--- src/rtl/atp_pkg.sv ---
// Package: register map, pattern codes and constants for the test-pattern block
package atp_pkg;
    // ========================================================
    // Register offsets
    localparam logic [6:0] OFS_TEST_PATTERN_SELECT  = 7'h0F;
    localparam logic [6:0] OFS_CUSTOM_WORD1_HIGH    = 7'h10;
    localparam logic [6:0] OFS_CUSTOM_WORD1_LOW     = 7'h11;
    localparam logic [6:0] OFS_CUSTOM_WORD2_HIGH    = 7'h12;
    localparam logic [6:0] OFS_CUSTOM_WORD2_LOW     = 7'h13;
    localparam logic [6:0] OFS_OVERLOAD_THRESHOLD   = 7'h1F;
    localparam logic [6:0] OFS_LINK_TEST_ALIGN_CTRL = 7'h26;
    localparam logic [6:0] OFS_FRAME_PARAM_OVERRIDE = 7'h27;
    localparam logic [6:0] OFS_SCRAMBLER_CTRL       = 7'h2B;
    localparam logic [6:0] OFS_OCTETS_PER_FRAME     = 7'h2C;
    localparam logic [6:0] OFS_FRAMES_PER_MULTI     = 7'h2D;
    // ========================================================
    // Reset values
    localparam logic [7:0] RST_ZERO      = 8'h00;
    localparam logic [7:0] RST_THRESHOLD = 8'hFF;
    // ========================================================
    // Field positions
    localparam int CHA_SEL_LSB      = 4;
    localparam int CHB_SEL_LSB      = 0;
    localparam int THR_WRITE0_BIT   = 7;
    localparam int TTEST_LSB        = 6;
    localparam int IDLE_SYNC_BIT    = 5;
    localparam int LONG_TEST_BIT    = 4;
    localparam int FLIP_BIT         = 3;
    localparam int LANE_ALIGN_BIT   = 2;
    localparam int FRAME_ALIGN_BIT  = 1;
    localparam int ILA_DISABLE_BIT  = 0;
    localparam int CTRL_K_BIT       = 1;
    localparam int CTRL_F_BIT       = 0;
    localparam int SCRAMBLE_BIT     = 7;
    localparam int OPF_BIT          = 0;
    // ========================================================
    // Pattern selector codes
    typedef enum logic [3:0] {
        PAT_NORMAL = 4'h0, PAT_ZEROS  = 4'h1, PAT_ONES   = 4'h2,
        PAT_TOGGLE = 4'h3, PAT_RAMP   = 4'h4, PAT_SINGLE = 4'h6,
        PAT_DOUBLE = 4'h7, PAT_DESKEW = 4'h8, PAT_PRBS   = 4'hA,
        PAT_SINE   = 4'hB
    } atp_pattern_t;
    // ========================================================
    // Pattern data and link constants
    localparam logic [15:0] TOGGLE_WORD  = 16'hAAAA;
    localparam logic [15:0] DESKEW_16    = 16'hAAAA;
    localparam logic [13:0] DESKEW_14    = 14'h3AAA;
    localparam logic [15:0] SYNC_K28_5   = 16'hBCBC;
    localparam logic [15:0] SYNC_ALT     = 16'hBC50;
    localparam logic [4:0]  K_MIN_10X    = 5'h10;
    localparam logic [4:0]  K_MIN_20X    = 5'h08;
    localparam logic [6:0]  THR_FULL_DIV = 7'h7F;
    localparam int          OVR_LATENCY  = 9;
    localparam logic [14:0] PRBS_SEED    = 15'h7FFF;
endpackage

--- src/rtl/atp_config.sv ---
// Test-pattern, fast overload and link configuration logic of a dual ADC
//
// Summary of operation
// - Channel A 4-bit selector: 0000 samples, 0001 zeros, 0010 ones.
// - Patterns are 16-bit; 14-bit variant forces the two LSBs to 00.
// - Code 0011 alternates two complementary alternating-bit words.
// - Code 0100 ramps; 16-bit every clock, 14-bit every fourth clock.
// - Code 0110 sends word one, 0111 alternates words one and two.
// - Code 1000 sends deskew word AAAAh or 3AAAh by variant.
// - Code 1010 sends pseudo-random numbers.
// - Code 1011 repeats an eight-value sine table per variant.
// - Channel B selector in the low nibble, independent of channel A.
// - Two shared 16-bit custom words built from high and low bytes.
// - Overload flagged when level exceeds full scale times field over 127.
// - Overload indication appears nine clock cycles after the condition.
// - Two-bit transport test select: normal, clock, encoded, PRBS15.
// - While sync is asserted send 0xBCBC, or 0xBC50 with idle bit set.
// - Long-test bit enables the long transport test pattern.
// - Bit-flip control reverses the bit order of output sample words.
// - Enable bits insert lane and frame alignment characters.
// - On sync release send alignment sequence unless disable bit set.
// - Override bits enable software frames and octets per frame values.
// - Scramble enable bit, cleared at reset.
// - Frames per multiframe 5-bit, default 16 or 8, never lowered.
`timescale 1ns/10ps
`default_nettype none
module atp_config #(
    parameter int RES_BITS = 16
) (
    // Clock and reset
    input  wire logic        clock_in,
    input  wire logic        rst_n_in,
    // Serial configuration pins
    input  wire logic        cfg_sen_n_in,
    input  wire logic        cfg_sclk_in,
    input  wire logic        cfg_sdata_in,
    output logic             cfg_sdout_out,
    output logic             cfg_sdout_oe_out,
    // Converter samples
    input  wire logic [15:0] chan_a_sample_in,
    input  wire logic [15:0] chan_b_sample_in,
    // Link input data
    output logic      [15:0] chan_a_data_out,
    output logic      [15:0] chan_b_data_out,
    // Fast overload
    output logic             overload_out_a,
    output logic             overload_out_b,
    // Link control
    input  wire logic        sync_n_in,
    output logic      [15:0] sync_word_out,
    output logic             send_sync_out,
    output logic             initial_align_sequence_out,
    output logic      [1:0]  transport_test_sel_out,
    output logic             long_test_enable_out,
    output logic             lane_align_char_en_out,
    output logic             frame_align_char_en_out,
    output logic             scramble_en_out,
    output logic      [1:0]  octets_per_frame_out,
    output logic      [4:0]  frames_per_multiframe_out
);
    // ========================================================
    // Checks and functions
    localparam bit LOW14 = (RES_BITS == 14);

    initial
    begin
        if (RES_BITS != 14 && RES_BITS != 16)
            $error("RES_BITS must be 14 or 16");
    end

    function automatic logic [15:0] bit_reverse(input logic [15:0] w);
        logic [15:0] r;
        r = '0;
        for (int i = 0; i < 16; i++)
            r[i] = w[15 - i];
        return r;
    endfunction

    function automatic logic [15:0] sine_value(input logic [2:0] idx);
        logic [15:0] v;
        v = '0;
        case (idx)
            3'h0: v = LOW14 ? 16'h0000 : 16'h0001;
            3'h1, 3'h7: v = LOW14 ? 16'h095F : 16'h257E;
            3'h2, 3'h6: v = LOW14 ? 16'h2000 : 16'h8000;
            3'h3, 3'h5: v = LOW14 ? 16'h36A0 : 16'hDA82;
            3'h4: v = LOW14 ? 16'h3FFF : 16'hFFFF;
            default: v = '0;
        endcase
        return LOW14 ? {v[13:0], 2'b00} : v;
    endfunction

    // ========================================================
    // Pin synchronisers
    logic [1:0] sen_s_r;
    logic [1:0] sclk_s_r;
    logic [1:0] sdata_s_r;
    logic [1:0] sync_s_r;
    logic       sclk_d_r;
    logic       sync_d_r;

    always_ff @(posedge clock_in or negedge rst_n_in)
    begin
        if (!rst_n_in)
        begin
            sen_s_r   <= 2'h3;
            sclk_s_r  <= 2'h0;
            sdata_s_r <= 2'h0;
            sync_s_r  <= 2'h0;
            sclk_d_r  <= 1'b0;
            sync_d_r  <= 1'b0;
        end
        else
        begin
            sen_s_r   <= {sen_s_r[0], cfg_sen_n_in};
            sclk_s_r  <= {sclk_s_r[0], cfg_sclk_in};
            sdata_s_r <= {sdata_s_r[0], cfg_sdata_in};
            sync_s_r  <= {sync_s_r[0], sync_n_in};
            sclk_d_r  <= sclk_s_r[1];
            sync_d_r  <= sync_s_r[1];
        end
    end

    wire sclk_rise = sclk_s_r[1] & ~sclk_d_r;
    wire sclk_fall = ~sclk_s_r[1] & sclk_d_r;
    wire sel_on    = ~sen_s_r[1];

    // ========================================================
    // Serial frame: read flag, 7-bit address, 8-bit data
    logic [15:0] shift_r;
    logic [4:0]  bit_cnt_r;
    logic        rd_r;
    logic [6:0]  addr_r;
    logic [7:0]  rd_byte_r;
    logic [7:0]  rd_byte_nxt;
    logic        wr_stb;
    logic [6:0]  wr_addr;
    logic [7:0]  wr_data;
    logic [15:0] shift_nxt;

    assign shift_nxt = {shift_r[14:0], sdata_s_r[1]};
    assign wr_stb    = sel_on & sclk_rise & (bit_cnt_r == 5'h0F) & ~rd_r;
    assign wr_addr   = addr_r;
    assign wr_data   = shift_nxt[7:0];

    always_ff @(posedge clock_in or negedge rst_n_in)
    begin
        if (!rst_n_in)
        begin
            shift_r   <= '0;
            bit_cnt_r <= '0;
            rd_r      <= 1'b0;
            addr_r    <= '0;
            rd_byte_r <= '0;
        end
        else if (!sel_on)
            bit_cnt_r <= '0;
        else if (sclk_rise && bit_cnt_r != 5'h10)
        begin
            shift_r   <= shift_nxt;
            bit_cnt_r <= bit_cnt_r + 5'h01;
            if (bit_cnt_r == 5'h07)
            begin
                rd_r      <= shift_nxt[7];
                addr_r    <= shift_nxt[6:0];
                rd_byte_r <= rd_byte_nxt;
            end
        end
    end

    // Read data shifts out on falling clock so it is stable at rising
    always_ff @(posedge clock_in or negedge rst_n_in)
    begin
        if (!rst_n_in)
            cfg_sdout_out <= 1'b0;
        else if (sel_on && sclk_fall && bit_cnt_r[3])
            cfg_sdout_out <= rd_byte_r[~bit_cnt_r[2:0]];
    end

    assign cfg_sdout_oe_out = sel_on & rd_r & bit_cnt_r[3];

    // ========================================================
    // Registers
    logic [7:0] pat_sel_r;
    logic [7:0] w1_hi_r;
    logic [7:0] w1_lo_r;
    logic [7:0] w2_hi_r;
    logic [7:0] w2_lo_r;
    logic [7:0] thr_r;
    logic [7:0] link_ctrl_r;
    logic [1:0] override_r;
    logic       scramble_r;
    logic       opf_r;
    logic [4:0] kreg_r;

    always_ff @(posedge clock_in or negedge rst_n_in)
    begin
        if (!rst_n_in)
        begin
            pat_sel_r   <= atp_pkg::RST_ZERO;
            w1_hi_r     <= atp_pkg::RST_ZERO;
            w1_lo_r     <= atp_pkg::RST_ZERO;
            w2_hi_r     <= atp_pkg::RST_ZERO;
            w2_lo_r     <= atp_pkg::RST_ZERO;
            thr_r       <= atp_pkg::RST_THRESHOLD;
            link_ctrl_r <= atp_pkg::RST_ZERO;
            override_r  <= '0;
            scramble_r  <= 1'b0;
            opf_r       <= 1'b0;
            kreg_r      <= '0;
        end
        else if (wr_stb)
        begin
            case (wr_addr)
                atp_pkg::OFS_TEST_PATTERN_SELECT:  pat_sel_r <= wr_data;
                atp_pkg::OFS_CUSTOM_WORD1_HIGH:    w1_hi_r <= wr_data;
                atp_pkg::OFS_CUSTOM_WORD1_LOW:     w1_lo_r <= wr_data;
                atp_pkg::OFS_CUSTOM_WORD2_HIGH:    w2_hi_r <= wr_data;
                atp_pkg::OFS_CUSTOM_WORD2_LOW:     w2_lo_r <= wr_data;
                atp_pkg::OFS_OVERLOAD_THRESHOLD:   thr_r <= wr_data;
                atp_pkg::OFS_LINK_TEST_ALIGN_CTRL: link_ctrl_r <= wr_data;
                atp_pkg::OFS_FRAME_PARAM_OVERRIDE: override_r <= wr_data[1:0];
                atp_pkg::OFS_SCRAMBLER_CTRL:
                    scramble_r <= wr_data[atp_pkg::SCRAMBLE_BIT];
                atp_pkg::OFS_OCTETS_PER_FRAME:
                    opf_r <= wr_data[atp_pkg::OPF_BIT];
                atp_pkg::OFS_FRAMES_PER_MULTI:     kreg_r <= wr_data[4:0];
                default: ;
            endcase
        end
    end

    // Unmapped addresses read as zero
    always_comb
    begin
        rd_byte_nxt = 8'h00;
        case (shift_nxt[6:0])
            atp_pkg::OFS_TEST_PATTERN_SELECT:  rd_byte_nxt = pat_sel_r;
            atp_pkg::OFS_CUSTOM_WORD1_HIGH:    rd_byte_nxt = w1_hi_r;
            atp_pkg::OFS_CUSTOM_WORD1_LOW:     rd_byte_nxt = w1_lo_r;
            atp_pkg::OFS_CUSTOM_WORD2_HIGH:    rd_byte_nxt = w2_hi_r;
            atp_pkg::OFS_CUSTOM_WORD2_LOW:     rd_byte_nxt = w2_lo_r;
            atp_pkg::OFS_OVERLOAD_THRESHOLD:   rd_byte_nxt = thr_r;
            atp_pkg::OFS_LINK_TEST_ALIGN_CTRL: rd_byte_nxt = link_ctrl_r;
            atp_pkg::OFS_FRAME_PARAM_OVERRIDE:
                rd_byte_nxt = {6'h00, override_r};
            atp_pkg::OFS_SCRAMBLER_CTRL:   rd_byte_nxt = {scramble_r, 7'h00};
            atp_pkg::OFS_OCTETS_PER_FRAME: rd_byte_nxt = {7'h00, opf_r};
            atp_pkg::OFS_FRAMES_PER_MULTI: rd_byte_nxt = {3'h0, kreg_r};
            default: rd_byte_nxt = 8'h00;
        endcase
    end

    // ========================================================
    // Shared pattern sources
    wire [15:0] user_word_one = {w1_hi_r, w1_lo_r};
    wire [15:0] user_word_two = {w2_hi_r, w2_lo_r};
    logic [15:0] ramp_r;
    logic [1:0]  ramp_div_r;
    logic        phase_r;
    logic [2:0]  sine_idx_r;
    logic [14:0] prbs_r;

    always_ff @(posedge clock_in or negedge rst_n_in)
    begin
        if (!rst_n_in)
        begin
            ramp_r     <= '0;
            ramp_div_r <= '0;
            phase_r    <= 1'b0;
            sine_idx_r <= '0;
            prbs_r     <= atp_pkg::PRBS_SEED;
        end
        else
        begin
            ramp_div_r <= ramp_div_r + 2'h1;
            if (!LOW14 || ramp_div_r == 2'h3)
                ramp_r <= LOW14 ? {2'h0, ramp_r[13:0] + 14'h0001}
                                : ramp_r + 16'h0001;
            phase_r    <= ~phase_r;
            sine_idx_r <= sine_idx_r + 3'h1;
            prbs_r     <= {prbs_r[13:0], prbs_r[14] ^ prbs_r[13]};
        end
    end

    function automatic logic [15:0] pattern_word(input logic [3:0] sel,
                                                 input logic [15:0] samp);
        logic [15:0] w;
        w = samp;
        case (sel)
            atp_pkg::PAT_NORMAL: w = samp;
            atp_pkg::PAT_ZEROS:  w = 16'h0000;
            atp_pkg::PAT_ONES:   w = 16'hFFFF;
            atp_pkg::PAT_TOGGLE:
                w = phase_r ? ~atp_pkg::TOGGLE_WORD : atp_pkg::TOGGLE_WORD;
            atp_pkg::PAT_RAMP:
                w = LOW14 ? {ramp_r[13:0], 2'b00} : ramp_r;
            atp_pkg::PAT_SINGLE: w = user_word_one;
            atp_pkg::PAT_DOUBLE:
                w = phase_r ? user_word_two : user_word_one;
            atp_pkg::PAT_DESKEW:
                w = LOW14 ? {atp_pkg::DESKEW_14, 2'b00} : atp_pkg::DESKEW_16;
            atp_pkg::PAT_PRBS:   w = {prbs_r, prbs_r[14]};
            atp_pkg::PAT_SINE:   w = sine_value(sine_idx_r);
            default: w = samp;
        endcase
        if (LOW14 && sel != atp_pkg::PAT_NORMAL)
            w[1:0] = 2'b00;
        return w;
    endfunction

    // ========================================================
    // Output sample words
    wire [3:0] sel_a = pat_sel_r[atp_pkg::CHA_SEL_LSB +: 4];
    wire [3:0] sel_b = pat_sel_r[atp_pkg::CHB_SEL_LSB +: 4];
    wire       flip  = link_ctrl_r[atp_pkg::FLIP_BIT];
    logic [15:0] word_a;
    logic [15:0] word_b;

    // Process form so counters read inside the function also wake it
    always_comb
    begin
        word_a = pattern_word(sel_a, chan_a_sample_in);
        word_b = pattern_word(sel_b, chan_b_sample_in);
    end

    always_ff @(posedge clock_in or negedge rst_n_in)
    begin
        if (!rst_n_in)
        begin
            chan_a_data_out <= '0;
            chan_b_data_out <= '0;
        end
        else
        begin
            chan_a_data_out <= flip ? bit_reverse(word_a) : word_a;
            chan_b_data_out <= flip ? bit_reverse(word_b) : word_b;
        end
    end

    // ========================================================
    // Fast overload: |x| * 127 > thr * 32768, compared without division
    function automatic logic over_level(input logic [15:0] s,
                                        input logic [6:0] thr);
        logic [15:0] mag;
        logic [22:0] lhs;
        logic [22:0] rhs;
        mag = s[15] ? (~s + 16'h0001) : s;
        lhs = 23'(mag) * 23'(atp_pkg::THR_FULL_DIV);
        rhs = {1'b0, thr, 15'h0000};
        return lhs > rhs;
    endfunction

    wire ovr_raw_a = over_level(chan_a_sample_in, thr_r[6:0]);
    wire ovr_raw_b = over_level(chan_b_sample_in, thr_r[6:0]);
    logic [atp_pkg::OVR_LATENCY-1:0] ovr_pipe_a_r;
    logic [atp_pkg::OVR_LATENCY-1:0] ovr_pipe_b_r;

    always_ff @(posedge clock_in or negedge rst_n_in)
    begin
        if (!rst_n_in)
        begin
            ovr_pipe_a_r <= '0;
            ovr_pipe_b_r <= '0;
        end
        else
        begin
            ovr_pipe_a_r <= {ovr_pipe_a_r[atp_pkg::OVR_LATENCY-2:0],
                             ovr_raw_a};
            ovr_pipe_b_r <= {ovr_pipe_b_r[atp_pkg::OVR_LATENCY-2:0],
                             ovr_raw_b};
        end
    end

    assign overload_out_a = ovr_pipe_a_r[atp_pkg::OVR_LATENCY-1];
    assign overload_out_b = ovr_pipe_b_r[atp_pkg::OVR_LATENCY-1];

    // ========================================================
    // Link control
    logic ila_r;

    always_ff @(posedge clock_in or negedge rst_n_in)
    begin
        if (!rst_n_in)
            ila_r <= 1'b0;
        else
            ila_r <= sync_s_r[1] & ~sync_d_r
                     & ~link_ctrl_r[atp_pkg::ILA_DISABLE_BIT];
    end

    assign initial_align_sequence_out = ila_r;
    assign send_sync_out = ~sync_s_r[1];
    assign sync_word_out = link_ctrl_r[atp_pkg::IDLE_SYNC_BIT]
                           ? atp_pkg::SYNC_ALT : atp_pkg::SYNC_K28_5;
    assign transport_test_sel_out =
        link_ctrl_r[atp_pkg::TTEST_LSB +: 2];
    assign long_test_enable_out =
        link_ctrl_r[atp_pkg::LONG_TEST_BIT];
    assign lane_align_char_en_out =
        link_ctrl_r[atp_pkg::LANE_ALIGN_BIT];
    assign frame_align_char_en_out =
        link_ctrl_r[atp_pkg::FRAME_ALIGN_BIT];
    assign scramble_en_out = scramble_r;

    wire mode20 = override_r[atp_pkg::CTRL_F_BIT] & opf_r;
    wire [4:0] k_min = mode20 ? atp_pkg::K_MIN_20X : atp_pkg::K_MIN_10X;
    assign octets_per_frame_out = mode20 ? 2'h2 : 2'h1;
    // Lower programmed values are clamped rather than trusted
    assign frames_per_multiframe_out =
        (override_r[atp_pkg::CTRL_K_BIT] && kreg_r > k_min)
        ? kreg_r : k_min;
endmodule
`default_nettype wire

--- config.mk ---
export PLATFORM = sky130hd
export DESIGN_NAME = atp_config
export DESIGN_NICKNAME = d
export VERILOG_FILES = /design/src/rtl/atp_pkg.sv /design/src/rtl/atp_config.sv
export SDC_FILE = /design/constraint.sdc
export NUM_CORES = 1
export LEC_CHECK = 0
export BUFFER_PORTS_ARGS = -buffer_cell sky130_fd_sc_hd__buf_4
export CORE_ASPECT_RATIO = 0.75
export CORE_MARGIN = 5
export CORE_UTILIZATION = 40
export CTS_CLUSTER_SIZE = 12
export DETAILED_ROUTE_END_ITERATION = 7
export GPL_TIMING_DRIVEN = 0
export MAX_ROUTING_LAYER = met4
export SLEW_MARGIN = 10
export SYNTH_ARGS = -nofsm -noshare
export SYNTH_HDL_FRONTEND = slang
export SYNTH_SLANG_ARGS = --single-unit
--- constraint.sdc ---
create_clock -name clock_in -period 3.4 [get_ports clock_in]
set_input_delay 0.34 -clock clock_in [delete_from_list [all_inputs] [get_ports clock_in]]
set_output_delay 0.34 -clock clock_in [all_outputs]
set_load 0.01 [all_outputs]
* Word-level counts from Yosys, hierarchy flattened
Memories as Yosys holds them, arrays and structs flattened.
Index checks and enable logic that the tools add are counted.
** Operators by class
- Bitwise logic cells :: 22
- Reduce and logical (&&, ||, !) cells :: 18
- Equal/unequal tests :: 43
- Div/mod/pow operators :: 0
- Shift-type cells :: 0
- $add $sub $neg :: 5
- Order comparisons :: 4
- Muxes and demuxes :: 17
- Multipliers :: 2
** Operators with widths (number)
- 16-bit one-hot mux with 9 select lines :: 2
- 16-bit 2-to-1 mux :: 6
- 8-bit one-hot mux with 11 select lines :: 1
- 7-bit by 5-bit == test with 1-bit output (second input constant) :: 10
- 7-bit by 6-bit == test with 1-bit output (second input constant) :: 10
- 16-bit by 1-bit adder with 16-bit output (second input constant) :: 3
- 23-bit by 22-bit > comparator with 1-bit output :: 2
- 16-bit by 7-bit multiplier with 23-bit output (second input constant) :: 2
- 16-bit NOT :: 2
- 4-bit by 3-bit == test with 1-bit output (second input constant) :: 6
- 4-bit == test (second input constant) :: 6
- 2-bit AND reduction :: 12
- 5-bit 2-to-1 mux :: 4
- 4-bit by 2-bit == test with 1-bit output (second input constant) :: 4
- 7-bit by 4-bit == test with 1-bit output (second input constant) :: 2
- 1-bit bitwise AND :: 10
- 4-bit by 1-bit == test with 1-bit output (second input constant) :: 2
- 8-bit 2-to-1 mux :: 1
- 1-bit NOT :: 8
- 5-bit by 1-bit adder with 5-bit output (second input constant) :: 1
- 5-bit by 3-bit == test with 1-bit output (second input constant) :: 1
- 5-bit by 4-bit == test with 1-bit output (second input constant) :: 1
- 5-bit > comparator :: 1
- 5-bit != test (second input constant) :: 1
- other kinds (10) :: 13
** Word-level totals
- Register bits after elaboration :: 190
- RAM bits :: 0
- Bits in latches :: 0
- Bits in read-only memories :: 256
- Memories :: 2
** Memories
- (name not given) :: depth 8, bits a word 16, rd ports 1, clocked after memory_dff 0, wr ports 0, line atp_config.sv:82 : case (idx)
- (name not given) :: depth 8, bits a word 16, rd ports 1, clocked after memory_dff 0, wr ports 0, line atp_config.sv:82

* Depth between registers and ports, before layout
Gate-level depths: netlist of run 1.
- Depth after elaboration :: 6
- Depth in mapped cells :: 32
- Mapped depth without buffers :: 31

* Worst setup path after synthesis of run 1
No wires, ideal clock.
- Path kind :: input -> register
- From :: input chan_b_sample_in[1]
- To :: register ovr_pipe_b_r[0] (netlist name)
- Setup time :: 0.125 ns
- Setup slack :: -3.613 ns
- Data arrival time :: 6.888 ns
- Required time :: 3.275 ns
- Path buffers :: 0
- Stages :: 28
- Path through :: or2_1 or4_1 or2_4 or3_1 nand2_1 xor2_1 xnor2_1 ha_1 fa_1 inv_1 fa_1 fa_1 inv_1 ha_1 a21oi_1 o21ai_0 a31oi_1 o21ai_0 a21oi_1 xnor2_1 ha_1 and4b_1 o2111ai_1 nor4_1 o311ai_0 or4_1 nor4_1 o21ai_1
** Between the ends
- Cells in the longest elaborated chain, start to end :: 5
** Ends and longest elaborated chain
- from (decl) :: line atp_config.sv:41 : input wire logic [15:0] chan_b_sample_in,
- 16-bit NOT :: line atp_config.sv:348 : mag = s[15] ? (~s + 16'h0001) : s;
- 16-bit by 1-bit adder with 16-bit output :: line atp_config.sv:348
- 16-bit 2-to-1 mux * :: line atp_config.sv:348
- 16-bit by 7-bit multiplier with 23-bit output * :: line atp_config.sv:349 : lhs = 23'(mag) * 23'(atp_pkg::THR_FULL_DIV);
- 23-bit by 22-bit > comparator with 1-bit output * :: line atp_config.sv:351 : return lhs > rhs;
- net ovr_raw_b :: line atp_config.sv:355 : wire ovr_raw_b = over_level(chan_b_sample_in, thr_r[6:0]);
- to (signal assigned) :: line atp_config.sv:370 : ovr_pipe_b_r <= {ovr_pipe_b_r[atp_pkg::OVR_LATENCY-2:0],
- to (decl) :: line atp_config.sv:357 : logic [atp_pkg::OVR_LATENCY-1:0] ovr_pipe_b_r;
Mark *: on every way through the listed nets, which the timed path passes. The rest lies on a longest branch.
A chain may end at the register's enable or synchronous reset.

* Worst setup path in the final report of run 1
Same ends and word-level chain as after synthesis.

==> results_tabular.tex, run 1 <==
\begin{tabular}{lr}
\hline
Metric & Value \\
\hline
\multicolumn{2}{l}{\textbf{Status}} \\
Run status & finished, violations left \\
Failing checks & setup timing \\
\multicolumn{2}{l}{\textbf{Routing}} \\
Drt first pass iters & 6 \\
Remaining number of nets flagged by the antenna check after routing & 0 \\
Total Wirelength & 47500 um \\
Number of vias per cell & 5.52 \\
Detailed Route Iter0 Violations & 1247 \\
\# DRC & 0 \\
Total via count after detailed routing & 12944 \\
Average wire per standard cell & 20.2 um \\
\multicolumn{2}{l}{\textbf{Power and ir drop}} \\
Sequential power share & 12.1\% \\
Share of total power in the clock network & 9.6\% \\
Peak ir drop on the vdd network & 0.976 mV \\
Total net switching power & 10.0 mW \\
Total power per unit cell area & 1090 mW/mm2 \\
Tot Pwr & 20.7 mW \\
Internal power summed over all cells & 10.6 mW \\
Combinational cell fraction of total power & 78.3\% \\
Net Sw Frac & 48.6\% \\
LEAKAGE & 8.73 nW \\
\multicolumn{2}{l}{\textbf{Clock network}} \\
Number of buffers created by CTS & 17 \\
Insertion delay to the later sink of the worst-skew pair & 0.46 ns \\
Clock transition at path regs & 0.08 ns \\
Clock sink count & 190 \\
CTS max path bufs & 2 \\
TritonCTS clock tree & done \\
Clock root buffer & clkbuf\_16 \\
H-tree levels & 4 \\
\multicolumn{2}{l}{\textbf{Logic synthesis}} \\
Post-synthesis mux area share & 9.44\% \\
Number of instances in the synthesized netlist & 1645 \\
Share of the synthesized netlist area taken by xor and xnor gates & 6.58\% \\
Number of flip-flops and latches in the synthesized netlist & 190 \\
Adder-Cell Fraction of Synth Area & 20.6\% \\
Number of distinct library cells after synthesis & 82 \\
Fraction of the mapped netlist area in compound gates & 14.5\% \\
Portion of the post-synthesis area used by sequential elements & 30.3\% \\
FFs w/ async S/R, synth & 100\% \\
Number of warning messages in the yosys log & 0 \\
Fraction of post-synthesis cell area in the top cell type by area & 26.2\% \\
Top cell type by total area after synthesis & dfrtp\_1 \\
Post-synthesis cell area & 0.0158 mm2 \\
Most used flip-flop cell after synthesis & dfrtp\_1 \\
Count of flip-flops with a built-in enable after synthesis & 0 \\
Basic-gate share of the synthesized area counting and, or, nand and nor cells & 11.4\% \\
Largest family of logic cells by synthesized area & adder cells \\
Main area contributors after synthesis & dfrtp\_1, ha\_1, fa\_1, mux2\_2, inv\_1 \\
Average instance area after synthesis & 9.59 um2 \\
\multicolumn{2}{l}{\textbf{Worst setup path}} \\
Delay of the slowest cell on the worst path & 0.55 ns \\
Critical path startpoint & chan\_b\_sample\_in[1] \\
Critical Path Most Common Cell & fa\_1 \\
CP startpoint kind & primary input \\
Setup crit end kind & register \\
Critical Path RT & 3.74 ns \\
Largest driver fanout on the critical path & 6 \\
Cell type of the slowest stage on the worst timing path & fa\_1 \\
Critical Setup Path Class & in -> reg \\
Critical Path AT & 7.29 ns \\
RR Startpoint & phase\_r \\
\multicolumn{2}{l}{\textbf{Placement}} \\
Area after detailed placement & 0.0173 mm2 \\
Placement-stage worst setup slack & -4.71 ns \\
Placer congestion estimate & 0.991 \\
Port bufs & 91 \\
Half-perimeter wire length after placement & 37300 um \\
Number of cells after detailed placement & 2266 \\
\multicolumn{2}{l}{\textbf{Floorplan}} \\
Row count & 63 \\
Effective utilization at floorplan & 40.2\% \\
I/O pin count & 105 \\
Area of the die & 0.0435 mm2 \\
Die span in x & 239 um \\
Die Y-Extent & 182 um \\
Std-Cell Core Area & 0.0393 mm2 \\
\multicolumn{2}{l}{\textbf{GRT}} \\
Number of antenna violations at the first check in global routing & 1 \\
Total routing usage reported by global routing & 22.2\% \\
GRT overflow & 0 \\
Global-route wire length before repair & 73900 um \\
Largest net degree at the start of global routing & 111 \\
Number of global-route vias before repair & 12641 \\
\multicolumn{2}{l}{\textbf{Cells and area}} \\
Antenna fix cells & 0 \\
Reg area & 0.00479 mm2 \\
Combined area of the multi-input logic cells & 0.0108 mm2 \\
Syn-to-layout area delta & 20.5\% \\
Final cell count without fillers & 2346 \\
Filler cell count & 3720 \\
Nets@finish & 2060 \\
Share of cells above drive strength 1 & 23.8\% \\
Core occupancy in the finished layout & 48.4\% \\
Area of all placed cells without fillers & 0.0190 mm2 \\
\multicolumn{2}{l}{\textbf{Timing}} \\
Count of final hold-check violations & 0 \\
Crit path time final & 6.96 ns \\
Clock Skews & 0.0129 ns \\
Max frequency & 144 MHz \\
Period Utilization, post-route & 205\% \\
Final count of pins violating max slew & 0 \\
Headroom to the max-slew limit & 28.5\% \\
Setup tns final & -6.79 ns \\
Tightest Pin Transition & 1.07 ns \\
Hold Worst Slack & 0.296 ns \\
Crit path setup slack, layout & -3.56 ns \\
Setup violation total in the final timing report & 2 \\
RSZ-0062 raised after global routing & yes \\
\multicolumn{2}{l}{\textbf{Min path}} \\
Beginning of the worst hold path & chan\_a\_sample\_in[13] \\
Class of the tightest hold or removal check & in -> reg \\
\multicolumn{2}{l}{\textbf{Job}} \\
Max-capacitance violation count & 0 \\
\hline
\end{tabular}
## placed cells by master, fill, tap and decap left out, types with 17 or more instances in the layout
cell,synthesis,layout
nand3_1,28,27
mux2_2,78,78
nor3_1,19,17
nor2_1,101,97
xor2_1,39,24
nand2_1,125,120
xnor2_1,67,58
ha_1,131,117
mux2i_1,43,42
buf_4,18,153
fa_1,78,77
o21ai_0,68,63
dfstp_2,25,25
clkbuf_16,0,17
dfrtp_1,165,165
inv_1,199,189
a21oi_1,77,69
clkbuf_1,54,49
a22oi_1,28,28
o22ai_1,29,29
## synth_stat cells, types with 5 or more instances
master,instances
nand2b_1,11
nor2_1,101
fa_1,78
a31oi_1,17
a222oi_1,13
a211oi_1,10
ha_1,131
dfstp_2,25
nor4_1,6
o21a_1,11
mux2i_1,43
nand2_1,125
or4_1,7
o31ai_1,7
nand4_1,10
a21o_1,16
and3_1,15
xnor2_1,67
maj3_1,5
a21oi_1,77
inv_1,199
nand3_1,28
a22oi_1,28
or3_1,6
mux2_2,78
nor3_1,19
or2_2,7
dfrtp_1,165
and2_1,5
o21bai_1,9
o22ai_1,29
buf_4,18
nor2b_1,13
xor2_1,39
o21ai_0,68
a221oi_1,9
clkbuf_1,54
mux4_2,8
## what timing repair did
| action | CTS | global route |
|---|---|---|
| hold buffers | 5 | 0 |
| hold endpoints to repair | 74 | 0 |
| pin swaps | 50 | 46 |
| gates resized for setup | 79 | 54 |
| setup endpoints to repair | 51 | 37 |
| setup buffers | 24 | 21 |
| gates cloned | 0 | 0 |
## logic make-up after synthesis
kind of cell	Yosys count
mux	129
other cells	2
flops	190
simple gates	376
compound gates	344
fa+ha+maj	214
xor+xnor	112
buf+inv	278
## critical path, delay by kind of cell
kind	cells	cell delay [ns]
AND/OR/NAND/NOR	13	2.96
adder cells (fa/ha/maj)	6	2.67
AO/OA/AOI/OAI	5	0.84
XOR/XNOR	2	0.25
buffers and inverters	3	0.23
## sequential cells by signal (all words and copies together) (netlist names), 5 cells and up
register,flops
addr_r,7
bit_cnt_r,5
chan_a_data_out,16
chan_b_data_out,16
kreg_r,5
link_ctrl_r,8
ovr_pipe_a_r,9
ovr_pipe_b_r,9
pat_sel_r,8
prbs_r,15
ramp_r,16
rd_byte_r,8
shift_r,7
thr_r,8
w1_hi_r,8
w1_lo_r,8
w2_hi_r,8
w2_lo_r,8
## power groups by stage
stage / combinational (mW) / sequential, mW / clock, mW
floorplan: 10.8 / 2.54 / 0
global placement: 13.6 / 2.55 / 0
detailed placement: 13.8 / 2.55 / 0
CTS: 15.1 / 2.51 / 2.02
global route: 18.1 / 2.53 / 2.11
finish: 16.2 / 2.51 / 1.97
## area by class of cell
| type | instances | area share, % |
|---|---|---|
| Buffer | 74 | 1.86 |
| Clock buffer | 17 | 2.24 |
| Clock inverter | 15 | 0.751 |
| Inverter | 202 | 4.01 |
| Multi-Input combinational cell | 1186 | 56.6 |
| Sequential cell | 190 | 25.2 |
| Tap cell | 520 | 3.43 |
| Timing Repair Buffer | 142 | 5.89 |
## per-layer routing
metal,up-vias,wire length (um),track usage [%]
met3,45,3840,4.86
met2,468,19400,29.5
met1,6396,23200,34.1
met4,0,1030,5.52
li1,6035,-,-
met5,-,0,-
## path summary, 6_finish.rpt
path | end | slack, ns | depth (start not counted)
setup / recovery | ovr_pipe_b_r[0] | -3.56 | 29
hold / removal | chan_a_data_out[2] | 0.30 | 3
setup reg to reg | chan_b_data_out[4] | 0.16 | 8
hold reg to reg | ovr_pipe_b_r[6] | 0.35 | 0
max in group asynchronous | chan_b_data_out[7] | 1.96 | 3
min in group asynchronous | sclk_s_r[1] | 0.44 | 2
(Power assumes the default switching activity.)
==> run 2: changes to the inputs <==
==> constraint.sdc (replaced) <==
create_clock -name clock_in -period 3.4 [get_ports clock_in]
set_input_delay 0.51 -clock clock_in [delete_from_list [all_inputs] [get_ports clock_in]]
set_output_delay 0.51 -clock clock_in [all_outputs]
set_load 0.01 [all_outputs]
==> run 2 against run 1 <==
Against the previous run: the run still ends with setup timing left; cell count fell by 0.21%; maximum frequency fell by 2.2%; sequential power barely moved; cell area decreased by 0.26%; non-clock buffer count decreased by 5; global-route usage hardly changed; hold slack got worse by 0.28 ns; first-iteration DRC count hardly changed.
==> results_tabular.tex, run 2 (synthesized netlist as in run 1, its figures left out) <==
\begin{tabular}{lr}
\hline
Metric & Value \\
\hline
\multicolumn{2}{l}{\textbf{Status}} \\
Run status & finished, violations left \\
Failing checks & setup timing \\
\multicolumn{2}{l}{\textbf{Worst setup path}} \\
Critical path startpoint & chan\_b\_sample\_in[0] \\
Critical Path Most Common Cell & fa\_1 \\
Worst-case register-to-register setup slack & 0.15 ns (about the same) \\
Largest driver fanout on the critical path & 6 (unchanged) \\
Endpoint of the worst setup timing path & ovr\_pipe\_b\_r[0] \\
End of the worst register-to-register path & chan\_b\_data\_out[4] \\
RR Startpoint & phase\_r \\
Count of cells along the worst register-to-register path & 8 (unchanged) \\
Critical Setup Path Class & in -> reg \\
Setup crit end kind & register \\
Critical Path RT & 3.73 ns (about the same) \\
CP startpoint kind & primary input \\
Delay of the slowest cell on the worst path & 0.55 ns (about the same) \\
Critical Path AT & 7.45 ns (+0.16 ns) \\
Cell type of the slowest stage on the worst timing path & fa\_1 \\
\multicolumn{2}{l}{\textbf{Routing}} \\
Detailed Route Iter0 Violations & 1246 (-0.080\%) \\
Remaining number of nets flagged by the antenna check after routing & 0 (unchanged) \\
\# DRC & 0 (unchanged) \\
Total via count after detailed routing & 12952 (+0.062\%) \\
Drt first pass iters & 6 (unchanged) \\
Average wire per standard cell & 20.2 um (about the same) \\
Number of vias per cell & 5.53 (+0.28\%) \\
Total Wirelength & 47300 um (-0.28\%) \\
\multicolumn{2}{l}{\textbf{Min path}} \\
Class of the tightest hold or removal check & in -> async \\
\multicolumn{2}{l}{\textbf{Timing}} \\
Tightest Pin Transition & 1.07 ns (-0.00570 ns) \\
Setup tns final & -7.09 ns (-0.301 ns) \\
Headroom to the max-slew limit & 28.9\% (+0.38 points) \\
Count of final hold-check violations & 0 (unchanged) \\
Setup violation total in the final timing report & 2 (unchanged) \\
Crit path setup slack, layout & -3.71 ns (-0.154 ns) \\
Period Utilization, post-route & 209\% (+4.5 points) \\
Final count of pins violating max slew & 0 (unchanged) \\
Clock Skews & 0.0155 ns (+0.00262 ns) \\
Crit path time final & 7.11 ns (+0.154 ns) \\
Max frequency & 141 MHz (-2.2\%) \\
RSZ-0062 raised after global routing & yes \\
\multicolumn{2}{l}{\textbf{Cells and area}} \\
Commonest non-fill, non-tap cells in the layout & inv\_1, dfrtp\_1, buf\_4 \\
Nets@finish & 2055 (-0.24\%) \\
Core occupancy in the finished layout & 48.3\% (-0.13 points) \\
Antenna fix cells & 0 (unchanged) \\
Registers with the most flip-flops & chan\_a\_data\_out x16, chan\_b\_data\_out x16, ramp\_r x16 \\
Share of cells above drive strength 1 & 23.9\% (+0.065 points) \\
Most common cell after layout, fill and taps aside & inv\_1 \\
Final cell count without fillers & 2341 (-0.21\%) \\
Syn-to-layout area delta & 20.1\% \\
\multicolumn{2}{l}{\textbf{Placement}} \\
Half-perimeter wire length after placement & 37300 um (unchanged) \\
Number of cells after detailed placement & 2266 (unchanged) \\
Placer congestion estimate & 0.991 (unchanged) \\
Port bufs & 91 (unchanged) \\
\multicolumn{2}{l}{\textbf{Clock network}} \\
Hold-fix buffer count after cts & 0 (-5) \\
TritonCTS clock tree & done \\
Clock transition at path regs & 0.08 ns (about the same) \\
Clock root buffer & clkbuf\_16 \\
CTS max path bufs & 2 (unchanged) \\
Clock sink count & 190 (unchanged) \\
Insertion delay to the later sink of the worst-skew pair & 0.46 ns (about the same) \\
H-tree levels & 4 (unchanged) \\
Number of buffers created by CTS & 17 (unchanged) \\
\multicolumn{2}{l}{\textbf{Floorplan}} \\
Die Y-Extent & 182 um (unchanged) \\
Area of the die & 0.0435 mm2 (unchanged) \\
Die span in x & 239 um (unchanged) \\
I/O pin count & 105 (unchanged) \\
Row count & 63 (unchanged) \\
Effective utilization at floorplan & 40.2\% (unchanged) \\
Std-Cell Core Area & 0.0393 mm2 (unchanged) \\
\multicolumn{2}{l}{\textbf{Power and ir drop}} \\
Combinational cell fraction of total power & 78.3\% (about the same) \\
LEAKAGE & 8.71 nW (-0.24\%) \\
Net Sw Frac & 48.6\% (about the same) \\
Peak ir drop on the vdd network & 0.976 mV (about the same) \\
Total net switching power & 10.0 mW (-0.17\%) \\
Share of total power in the clock network & 9.6\% (about the same) \\
Internal power summed over all cells & 10.6 mW (about the same) \\
Sequential power share & 12.2\% (about the same) \\
Total power per unit cell area & 1090 mW/mm2 (+0.16\%) \\
\multicolumn{2}{l}{\textbf{GRT}} \\
Number of antenna violations at the first check in global routing & 1 (unchanged) \\
Total routing usage reported by global routing & 22.2\% (about the same) \\
Largest net degree at the start of global routing & 111 (unchanged) \\
GRT overflow & 0 (unchanged) \\
Global-route wire length before repair & 73800 um (about the same) \\
Number of global-route vias before repair & 12617 (-0.19\%) \\
\multicolumn{2}{l}{\textbf{Job}} \\
Max-capacitance violation count & 0 (unchanged) \\
\hline
\end{tabular}
-- run 2: timing repair --
action                                  CTS  global route
endpoints found under the hold margin     0             0
gates resized for setup                  79            54
setup buffers                            24            21
endpoints found under the setup margin   51            37
pin swaps                                50            46
-- run 2: cell type report --
| class | instances | area [um2] |
|---|---|---|
| Buffer | 74 | 354 |
| Clock buffer | 17 | 425 |
| Clock inverter | 15 | 143 |
| Fill cell | 3725 | 20300 |
| Inverter | 202 | 762 |
| Multi-Input combinational cell | 1186 | 10800 |
| Sequential cell | 190 | 4790 |
| Tap cell | 520 | 651 |
| Timing Repair Buffer | 137 | 1070 |
-- run 2: how the worst min path moves through the flow --
stage               slack, ns  cells past startpoint              end            start
floorplan                0.21                      0        addr_r[0]         rst_n_in
global placement         0.33                      0  ovr_pipe_b_r[5]  ovr_pipe_b_r[4]
detailed placement       0.33                      0  ovr_pipe_a_r[7]  ovr_pipe_a_r[6]
CTS                      0.05                      1      sclk_s_r[0]         rst_n_in
global route             0.06                      1      sclk_s_r[1]         rst_n_in
finish                   0.01                      1      sclk_s_r[1]         rst_n_in
-- run 2: power by group through the flow --
stage / clock [mW] / sequential [mW] / combinational (mW)
floorplan: 0 / 2.54 / 10.8
global placement: 0 / 2.55 / 13.6
detailed placement: 0 / 2.55 / 13.8
CTS: 2.02 / 2.51 / 15.1
global route: 2.11 / 2.53 / 18.1
finish: 1.98 / 2.51 / 16.2
-- run 2: worst max-delay path, delay by kind of cell --
family                     cells  cell delay, ns
xor gates and xnor gates       2            0.25
AOI/OAI and AO/OA              5            0.85
buffers and inverters          3            0.21
adders and majority gates      6            2.66
and+or+nand+nor               13            2.96
-- run 2: per-stage QoR --
| stage | hold slack, ns | cell area [um2] | power (mW) | worst slack [ns] |
|---|---|---|---|---|
| 2_1_floorplan | 0.214 | 15900 | 13.3 | -3.51 |
| 5_1_grt | 0.0601 | 18900 | 22.7 | -4.02 |
| 4_1_cts | 0.0482 | 18500 | 19.7 | -3.86 |
| 3_3_place_gp | 0.332 | 17300 | 16.1 | -4.80 |
| 6_report | 0.0148 | 18900 | 20.6 | -3.71 |
| 3_5_place_dp | 0.335 | 17300 | 16.4 | -4.88 |
-- run 2: layer usage --
metal | vias to the layer above | part of all wire [%] | global-route usage, %
li1 | 6025 | - | -
met1 | 6418 | 49 | 34.0
met2 | 464 | 41 | 29.4
met3 | 45 | 7.8 | 4.87
met4 | 0 | 2.2 | 5.52
met5 | - | 0 | -
